`src/ptd_params.svh`:
```
// Constants of the PCI target cycle decoder: commands, timing, messages.
// Assumes a 50 MHz PCI-side clock; included by the decoder module and the bench.
// Function
// - Own address block hit: claim, drive device select one clock after frame start.
// - Configuration cycle with select line active: claim with same fast timing.
// - No block hit: claim only after device select idle three clocks.
// - Subtractive claim always uses the fixed slot 4 after frame start, never configurable.
// - Every claimed memory or I/O transaction starts one ISA bus cycle.
// - Decode the four command bits into twelve command types plus one shared reserved type.
// - Interrupt acknowledge is never claimed and never answered.
// - Each special cycle that starts while the decoder is idle is observed and its message examined.
// - Shutdown special cycle or software soft reset raises CPU init request.
// - CPU non-maskable interrupt follows system error or ISA channel check.
`ifndef PTD_PARAMS_SVH
`define PTD_PARAMS_SVH
`define PTD_CMD_INTA 4'h0
`define PTD_CMD_SPECIAL 4'h1
`define PTD_CMD_IO_RD 4'h2
`define PTD_CMD_IO_WR 4'h3
`define PTD_CMD_RSV4 4'h4
`define PTD_CMD_RSV5 4'h5
`define PTD_CMD_MEM_RD 4'h6
`define PTD_CMD_MEM_WR 4'h7
`define PTD_CMD_RSV8 4'h8
`define PTD_CMD_RSV9 4'h9
`define PTD_CMD_CFG_RD 4'hA
`define PTD_CMD_CFG_WR 4'hB
`define PTD_CMD_MEM_RDM 4'hC
`define PTD_CMD_DUAL 4'hD
`define PTD_CMD_MEM_RDL 4'hE
`define PTD_CMD_MEM_WI 4'hF
// Special cycle message code in the low 16 data bits
`define PTD_MSG_SHUTDOWN 16'h0000
// Idle device-select clocks before a subtractive claim
`define PTD_SUB_WAIT 2'h3
`endif

```
`src/ptd_pkg.sv`:
```
// Types of the PCI target cycle decoder.
// Assumes ptd_params.svh is compiled alongside.
package ptd_pkg;
    typedef enum logic [3:0] {
        PTD_INTA, PTD_SPECIAL, PTD_IO_RD, PTD_IO_WR, PTD_MEM_RD, PTD_MEM_WR,
        PTD_CFG_RD, PTD_CFG_WR, PTD_MEM_RDM, PTD_DUAL, PTD_MEM_RDL, PTD_MEM_WI, PTD_RSVD
    } ptd_cmd_t;
    typedef enum {
        PTD_IDLE, PTD_WAIT, PTD_CLAIM, PTD_SPEC
    } ptd_state_t;
endpackage

```
`src/ptd_decoder.sv`:
```
// Target cycle decoder: claims PCI cycles and hands memory/I-O to the ISA side.
// Assumes PCI pins synchronous to i_mclk, active-high inside; address block hit computed outside.
`timescale 1ns/1ps
`include "ptd_params.svh"
module ptd_decoder (
    input wire logic i_mclk,
    input wire logic i_rst,
    input wire logic i_frame,
    input wire logic [3:0] i_cbe,
    input wire logic [15:0] i_ad_lo,
    input wire logic i_idsel,
    input wire logic i_addr_hit,
    input wire logic i_devsel_in,
    input wire logic i_soft_reset,
    input wire logic i_serr,
    input wire logic i_isa_channel_check,
    output logic o_devsel,
    output logic o_isa_start,
    output logic o_isa_write,
    output logic o_isa_io,
    output logic o_cpu_init,
    output logic o_cpu_nmi,
    output logic o_special_seen
);
    ////////////////////////////////////////////////////////////////////////////////
    function automatic ptd_pkg::ptd_cmd_t ptd_decode(input logic [3:0] c);
        ptd_pkg::ptd_cmd_t r;
        r = ptd_pkg::PTD_RSVD;
        case (c)
            `PTD_CMD_INTA: r = ptd_pkg::PTD_INTA;
            `PTD_CMD_SPECIAL: r = ptd_pkg::PTD_SPECIAL;
            `PTD_CMD_IO_RD: r = ptd_pkg::PTD_IO_RD;
            `PTD_CMD_IO_WR: r = ptd_pkg::PTD_IO_WR;
            `PTD_CMD_MEM_RD: r = ptd_pkg::PTD_MEM_RD;
            `PTD_CMD_MEM_WR: r = ptd_pkg::PTD_MEM_WR;
            `PTD_CMD_CFG_RD: r = ptd_pkg::PTD_CFG_RD;
            `PTD_CMD_CFG_WR: r = ptd_pkg::PTD_CFG_WR;
            `PTD_CMD_MEM_RDM: r = ptd_pkg::PTD_MEM_RDM;
            `PTD_CMD_DUAL: r = ptd_pkg::PTD_DUAL;
            `PTD_CMD_MEM_RDL: r = ptd_pkg::PTD_MEM_RDL;
            `PTD_CMD_MEM_WI: r = ptd_pkg::PTD_MEM_WI;
            default: r = ptd_pkg::PTD_RSVD;
        endcase
        return r;
    endfunction

    ptd_pkg::ptd_state_t state, next_state;
    ptd_pkg::ptd_cmd_t cmd, next_cmd;
    logic frame_d, next_frame_d;
    logic [1:0] idle_cnt, next_idle_cnt;
    logic next_devsel, next_isa_start, next_isa_write, next_isa_io;
    logic next_cpu_init, next_cpu_nmi, next_special_seen;
    logic frame_start;
    ptd_pkg::ptd_cmd_t in_cmd;
    logic mem_or_io;
    logic is_cfg;

    assign frame_start = i_frame && !frame_d;
    assign in_cmd = ptd_decode(i_cbe);
    assign mem_or_io = (cmd == ptd_pkg::PTD_IO_RD) || (cmd == ptd_pkg::PTD_IO_WR) ||
        (cmd == ptd_pkg::PTD_MEM_RD) || (cmd == ptd_pkg::PTD_MEM_WR) || (cmd == ptd_pkg::PTD_MEM_RDM) ||
        (cmd == ptd_pkg::PTD_MEM_RDL) || (cmd == ptd_pkg::PTD_MEM_WI);
    assign is_cfg = (in_cmd == ptd_pkg::PTD_CFG_RD) || (in_cmd == ptd_pkg::PTD_CFG_WR);

    ////////////////////////////////////////////////////////////////////////////////
    always_comb begin
        next_state = state;
        next_cmd = cmd;
        next_frame_d = i_frame;
        next_idle_cnt = idle_cnt;
        next_devsel = 1'b0;
        next_isa_start = 1'b0;
        next_isa_write = o_isa_write;
        next_isa_io = o_isa_io;
        next_special_seen = 1'b0;
        next_cpu_init = i_soft_reset;
        next_cpu_nmi = i_serr || i_isa_channel_check;
        case (state)
            ptd_pkg::PTD_IDLE: begin
                if (frame_start) begin
                    next_cmd = in_cmd;
                    next_idle_cnt = 2'h0;
                    if (in_cmd == ptd_pkg::PTD_INTA) begin
                        next_state = ptd_pkg::PTD_IDLE;
                    end else if (in_cmd == ptd_pkg::PTD_SPECIAL) begin
                        next_state = ptd_pkg::PTD_SPEC;
                    end else if (is_cfg && i_idsel) begin
                        next_devsel = 1'b1;
                        next_state = ptd_pkg::PTD_CLAIM;
                    end else if (in_cmd == ptd_pkg::PTD_RSVD || is_cfg) begin
                        next_state = ptd_pkg::PTD_IDLE;
                    end else if (i_addr_hit) begin
                        next_devsel = 1'b1;
                        next_state = ptd_pkg::PTD_CLAIM;
                    end else begin
                        next_state = ptd_pkg::PTD_WAIT;
                    end
                end
            end
            ptd_pkg::PTD_WAIT: begin
                if (i_devsel_in) begin
                    next_state = ptd_pkg::PTD_IDLE;
                end else if (idle_cnt == `PTD_SUB_WAIT - 2'h1) begin
                    next_devsel = 1'b1;
                    next_state = ptd_pkg::PTD_CLAIM;
                end else begin
                    next_idle_cnt = idle_cnt + 2'h1;
                end
            end
            ptd_pkg::PTD_CLAIM: begin
                next_devsel = i_frame;
                if (o_devsel && !frame_d && mem_or_io) begin
                    next_isa_start = 1'b1;
                    next_isa_write = (cmd == ptd_pkg::PTD_IO_WR) || (cmd == ptd_pkg::PTD_MEM_WR) ||
                        (cmd == ptd_pkg::PTD_MEM_WI);
                    next_isa_io = (cmd == ptd_pkg::PTD_IO_RD) || (cmd == ptd_pkg::PTD_IO_WR);
                end
                if (o_devsel && !frame_d) begin
                    next_devsel = 1'b0;
                    next_state = ptd_pkg::PTD_IDLE;
                end else if (!o_devsel && !frame_d) begin
                    next_state = ptd_pkg::PTD_IDLE;
                end else begin
                    next_devsel = 1'b1;
                end
            end
            ptd_pkg::PTD_SPEC: begin
                // Message sits on the data phase; take first word seen
                next_special_seen = 1'b1;
                if (i_ad_lo == `PTD_MSG_SHUTDOWN) begin
                    next_cpu_init = 1'b1;
                end
                next_state = ptd_pkg::PTD_IDLE;
            end
            default: next_state = ptd_pkg::PTD_IDLE;
        endcase
    end

    always_ff @(posedge i_mclk) begin
        if (i_rst) begin
            state <= ptd_pkg::PTD_IDLE;
            cmd <= ptd_pkg::PTD_RSVD;
            frame_d <= 1'b0;
            idle_cnt <= 2'h0;
            o_devsel <= 1'b0;
            o_isa_start <= 1'b0;
            o_isa_write <= 1'b0;
            o_isa_io <= 1'b0;
            o_cpu_init <= 1'b0;
            o_cpu_nmi <= 1'b0;
            o_special_seen <= 1'b0;
        end else begin
            state <= next_state;
            cmd <= next_cmd;
            frame_d <= next_frame_d;
            idle_cnt <= next_idle_cnt;
            o_devsel <= next_devsel;
            o_isa_start <= next_isa_start;
            o_isa_write <= next_isa_write;
            o_isa_io <= next_isa_io;
            o_cpu_init <= next_cpu_init;
            o_cpu_nmi <= next_cpu_nmi;
            o_special_seen <= next_special_seen;
        end
    end
endmodule // ptd_decoder

```
`config.mk`:
```
export PLATFORM = sky130hd
export DESIGN_NAME = ptd_decoder
export DESIGN_NICKNAME = d
export VERILOG_FILES = /design/src/ptd_pkg.sv /design/src/ptd_decoder.sv
export VERILOG_INCLUDE_DIRS = /design/src
export SDC_FILE = /design/constraint.sdc
export NUM_CORES = 1
export LEC_CHECK = 0
export BUFFER_PORTS_ARGS = -buffer_cell sky130_fd_sc_hd__clkbuf_2
export CAP_MARGIN = 40
export CORE_ASPECT_RATIO = 0.5
export CORE_MARGIN = 8
export CORE_UTILIZATION = 23
export CTS_CLUSTER_DIAMETER = 40
export CTS_CLUSTER_SIZE = 20
export DETAILED_ROUTE_END_ITERATION = 8
export SYNTH_ARGS = -nofsm -noshare
export SYNTH_HDL_FRONTEND = slang
export SYNTH_SLANG_ARGS = --single-unit
export TNS_END_PERCENT = 5
```
`constraint.sdc`:
```
create_clock -name i_mclk -period 2.2 [get_ports i_mclk]
set_input_delay 0.33 -clock i_mclk [delete_from_list [all_inputs] [get_ports i_mclk]]
set_output_delay 0.33 -clock i_mclk [all_outputs]
set_load 0.05 [all_outputs]
```
==> Word level (Yosys, flattened, before mapping) <==
Memories as Yosys holds them, arrays and structs flattened.
Cells that the tools add are included.
{ "op_classes": {"add_sub_neg": 1, "n_eq_ne": 20, "mux": 30, "n_bitwise": 1, "n_reduce_logical": 27} }
{ "op_table": {"columns": ["operator", "count"], "rows": [
  ["2-to-1 mux 32 bit", 5],
  ["one-hot mux 32 bit (3 select lines)", 1],
  ["== test 32 x 2 -> 1 bit, second input constant", 2],
  ["== test 32 x 1 -> 1 bit, second input constant", 1],
  ["zero test 32 bit", 1],
  ["== test 4 x 3 -> 1 bit, second input constant", 4],
  ["== test 4 bit, second input constant", 4],
  ["zero test 16 bit", 1],
  ["2-to-1 mux 2 bit", 8],
  ["2-to-1 mux 1 bit", 14],
  ["logical OR 1 bit", 11],
  ["== test 4 x 2 -> 1 bit, second input constant", 2],
  ["!= test 2 bit, second input constant", 3],
  ["!= test 3 bit, second input constant", 2],
  ["logical AND 1 bit", 5],
  ["== test 4 x 1 -> 1 bit, second input constant", 1],
  ["zero test 4 bit", 1],
  ["one-hot mux 2 bit (2 select lines)", 1],
  ["AND reduction 2 bit", 2],
  ["AND reduction 4 bit", 1],
  ["one-hot mux 1 bit (3 select lines)", 1],
  ["AND reduction 3 bit", 1],
  ["adder 2 x 1 -> 2 bit, second input constant", 1],
  ["== test 2 bit, second input constant", 1],
  ["other kinds (4)", 5]
]} }
{ "totals": {"register_bits": 46, "mem_bits_ro": 64, "in_bits": 29, "output_inout_bits": 7, "wordCells": 91, "mem_count": 1} }
{ "memory_table": {"columns": ["memory", "depth", "width", "read_ports", "rd_clocked_by_memory_dff", "write_ports", "line_no", "text"], "rows": [
  ["(name not given)", 16, 4, 1, 0, 0, "ptd_decoder.sv:29", "case (c)"]
]} }

==> Depth between registers and ports, before layout <==
An unclocked memory read counts as a cell.
{ "logic_depth": {"ltp_word": 10, "depth_mapped": 5, "mapped_depth_nobuf": 5} }

==> Least setup slack after synthesis <==
Ideal clock, no wire load.
{ "synth_path": {"path_kind": "flip-flop to flip-flop", "from": "reg idle_cnt[0]", "to": "reg idle_cnt[1]", "setup_time_ns": 0.071, "t_arrival_ns": 1.449, "required_ns": 2.129, "path_slack_ns": 0.681, "stages_incl_launch_ff": 6, "synth_period_minus_slack_ns": 1.519, "path_cell_list": "dfxtp_1 -> inv_1 -> ha_1 -> or4b_1 -> or2_2 -> a21oi_1"} }
{ "synth_between": {"elab_chain_cells": 4} }
{ "synth_lines": {"columns": ["item", "line_no", "text"], "rows": [
  ["start, declared", "ptd_decoder.sv:50", "logic [1:0] idle_cnt, next_idle_cnt;"],
  ["start signal, assigned", "ptd_decoder.sv:156", "idle_cnt <= next_idle_cnt;"],
  ["adder 2 x 1 -> 2 bit", "ptd_decoder.sv:107", "next_idle_cnt = idle_cnt + 2'h1;"],
  ["2-to-1 mux 2 bit", "ptd_decoder.sv:103", "end else if (idle_cnt == `PTD_SUB_WAIT - 2'h1) begin"],
  ["2-to-1 mux 2 bit", "ptd_decoder.sv:101", "if (i_devsel_in) begin"],
  ["one-hot mux 2 bit (2 select lines)", "ptd_decoder.sv:78", "case (state)"]
]} }
Several ways; a longest one is shown, not always the timed one. The select of a mux whose other input is x is not followed.
A chain may end at the register's enable or synchronous reset.

==> Final worst setup path <==
Same ends and word-level chain as after synthesis.

==> metrics.cfg <==
[worst_setup_path]
arrival_ns=1.81
crit_fanout=5
worstSetupPathType=register to register
cp.required_ns=2.38
cp-end-kind=register
start_kind=register

[logic_synthesis]
synth_compound_area_share_pct=22.8
synthArstFlopShare_pct=0
ys_types=37
synthXorXnorAreaFrac_pct=0.987
synthCells=107
syn_avg_cell_area_um2=8.29
synthMuxAreaShare_pct=0
synthSimpleGateAreaFrac_pct=30.3
synth_top_family_by_area=simple AND/OR/NAND/NOR gates
synth_area_um2=887
yosysWarnings=0
synthAdderAreaFrac_pct=2.54
synth_nets=137
ys_seq_area_share_pct=36.1
synth-edff-count=0
ys_seq_elements=16
synth_ff_type=dfxtp_1

[cells_and_area]
area_growth_pct=28.9
drive_above_1_share_pct=30.9
finalInstanceArea_mm2=0.00114
antenna_cells=0
nets=170

[detailed_routing]
vias=870
wl_per_cell_um=11.4
remaining_drc_errors=0
routed_wl_um=2200
drtAntennaViolNets=0
avgViaCountPerCell=4.51
first_pass_iters=4
first_iter_violations=28

[floorplan]
die_h_um=59.9
die_w_um=104
start_util_pct=23.3
die_area_mm2=0.00622
io_pins=36
core_mm2=0.00380
num_rows=16

[placement]
io_buffers=35
place_congestion=0.729
dpl_cell_area_mm2=0.00109
dp_hpwl_um=1760

[clocking]
post_cts.repair.setup_buffers=0
cts_buffers=3
clock_sinks=16
cts-htree-levels=1
clk_latency_ns=0.25
cts_tree=done
cts_resized=0
clkTransAtPathRegs_ns=0.06
clockBufferDepth=2
cts_root_buf=clkbuf_8
hold_buffers=0

[sta]
fin_crit_sh_pct=74.2
hold_viol=0
relSlewSlack_pct=60.9
tns_ns=0
drv_slew=0
clock_skew_ns=0.00224
tightest_slew_ns=0.572
grt_setup_unrepaired=false
period_needed_ns=1.63
finalSetupViolCount=0
fmax_mhz=613

[status]
status=completed

[grt]
grt.total_usage_pct=7.31
antenna_found_initial=0
busiest_layer=met2
grt_pass1_vias=878
grt_util_met2_pct=15.2
gr-total-overflow=0
gr-usage-met1_pct=6.99
grt_pass1_wl_um=3750
grt_max_degree=15
met3_usage_pct=1.94

[power]
powerDensity_mw_per_mm2=610
leakage_nw=0.492
ir_drop_mv=0.179

[run]
drv_cap=0

[min_path]
hold_class=input pin to register

## per-stage QoR
stage	utilization (%)	setup slack, ns	hold WS, ns	std cells	power, W
after floorplan	-	0.681	0.444	107	0.000409
after global placement	28.6	0.649	0.454	189	0.000444
after detailed placement	28.6	0.583	0.476	189	0.000447
after CTS	30.1	0.562	0.278	193	0.000710
after global routing	30.1	0.507	0.282	193	0.000745
final	30.1	0.568	0.279	193	0.000698
## critical path, stage by stage, from the launching register on
cell	delay [ns]
dfxtp_1	0.33
inv_1	0.06
ha_1	0.19
or4b_1	0.55
or2_2	0.31
a21oi_1	0.11
## cells in the mapped netlist (2+ instances only)
library cell / instances / share of area (%)
nand3_1: 4 / 2.3
a41o_1: 2 / 2.3
inv_1: 6 / 2.5
clkbuf_1: 5 / 2.1
o21ai_0: 6 / 3.4
nand2_1: 9 / 3.8
nand3b_1: 2 / 1.7
a21oi_1: 9 / 5.1
nor3b_1: 2 / 1.7
nor2_1: 8 / 3.4
nor2b_1: 5 / 3.5
nand2b_1: 3 / 2.1
dfxtp_1: 16 / 36
nor4_1: 4 / 2.8
o211ai_1: 3 / 2.5
buf_6: 2 / 2.5
## layout make-up
cell class | instances | area [µm²]
fillers | 416 | 2660
multi-input cells | 78 | 503
flip-flops and latches | 16 | 320
repair buffers | 35 | 175
well taps | 54 | 67.6
clock buffers | 4 | 55.1
inverters | 6 | 22.5
## power breakdown
| part | total, W | switching (W) | internal, W | leakage (nW) |
|---|---|---|---|---|
| Sequential | 0.000322 | 0.0000177 | 0.000304 | 0.131 |
| Clock | 0.000257 | 0.0000983 | 0.000159 | 0.0288 |
| Combinational | 0.000119 | 0.0000643 | 0.0000548 | 0.332 |
| Total | 0.000698 | 0.000180 | 0.000517 | 0.492 |
## layer usage
layer,up-vias,part of all wire (%)
met2,8,56
li1,458,-
met5,-,0
met4,0,0.91
met3,2,1.9
met1,402,41
## cells in the final DEF, fill, tap and decap left out, drive strengths merged, types with 3 or more instances in the layout
cell	netlist	final
nand3	4	4
nor2	8	8
nor4	4	4
inv	6	6
clkbuf	5	39
a21oi	9	9
o211ai	3	3
nor2b	5	5
nand2	9	9
o21ai	6	6
nand2b	3	3
dfxtp	16	16
## final timing paths
kind	start	to	slack (ns)	depth (start not counted)
max	idle_cnt[0]	idle_cnt[1]	0.57	5
min	i_soft_reset	o_cpu_init	0.28	2
max reg2reg	idle_cnt[0]	idle_cnt[1]	0.57	5
min reg2reg	idle_cnt[0]	idle_cnt[0]	0.48	2
## registers in the layout (all words and copies together) (netlist names)
signal          cells
idle_cnt            2
o_devsel            1
o_isa_io            1
cmd                 4
o_isa_write         1
frame_d             1
o_isa_start         1
o_cpu_init          1
o_special_seen      1
state               2
o_cpu_nmi           1
## logic make-up (layout without fill, tap and decap cells)
logic type	count (synthesis)	in the layout
fa+ha+maj	2	2
xor+xnor	1	1
simple gates	45	45
compound gates	30	30
flops	16	16
buf+inv	13	45
Note: power is estimated with default switching activity, not from simulation.
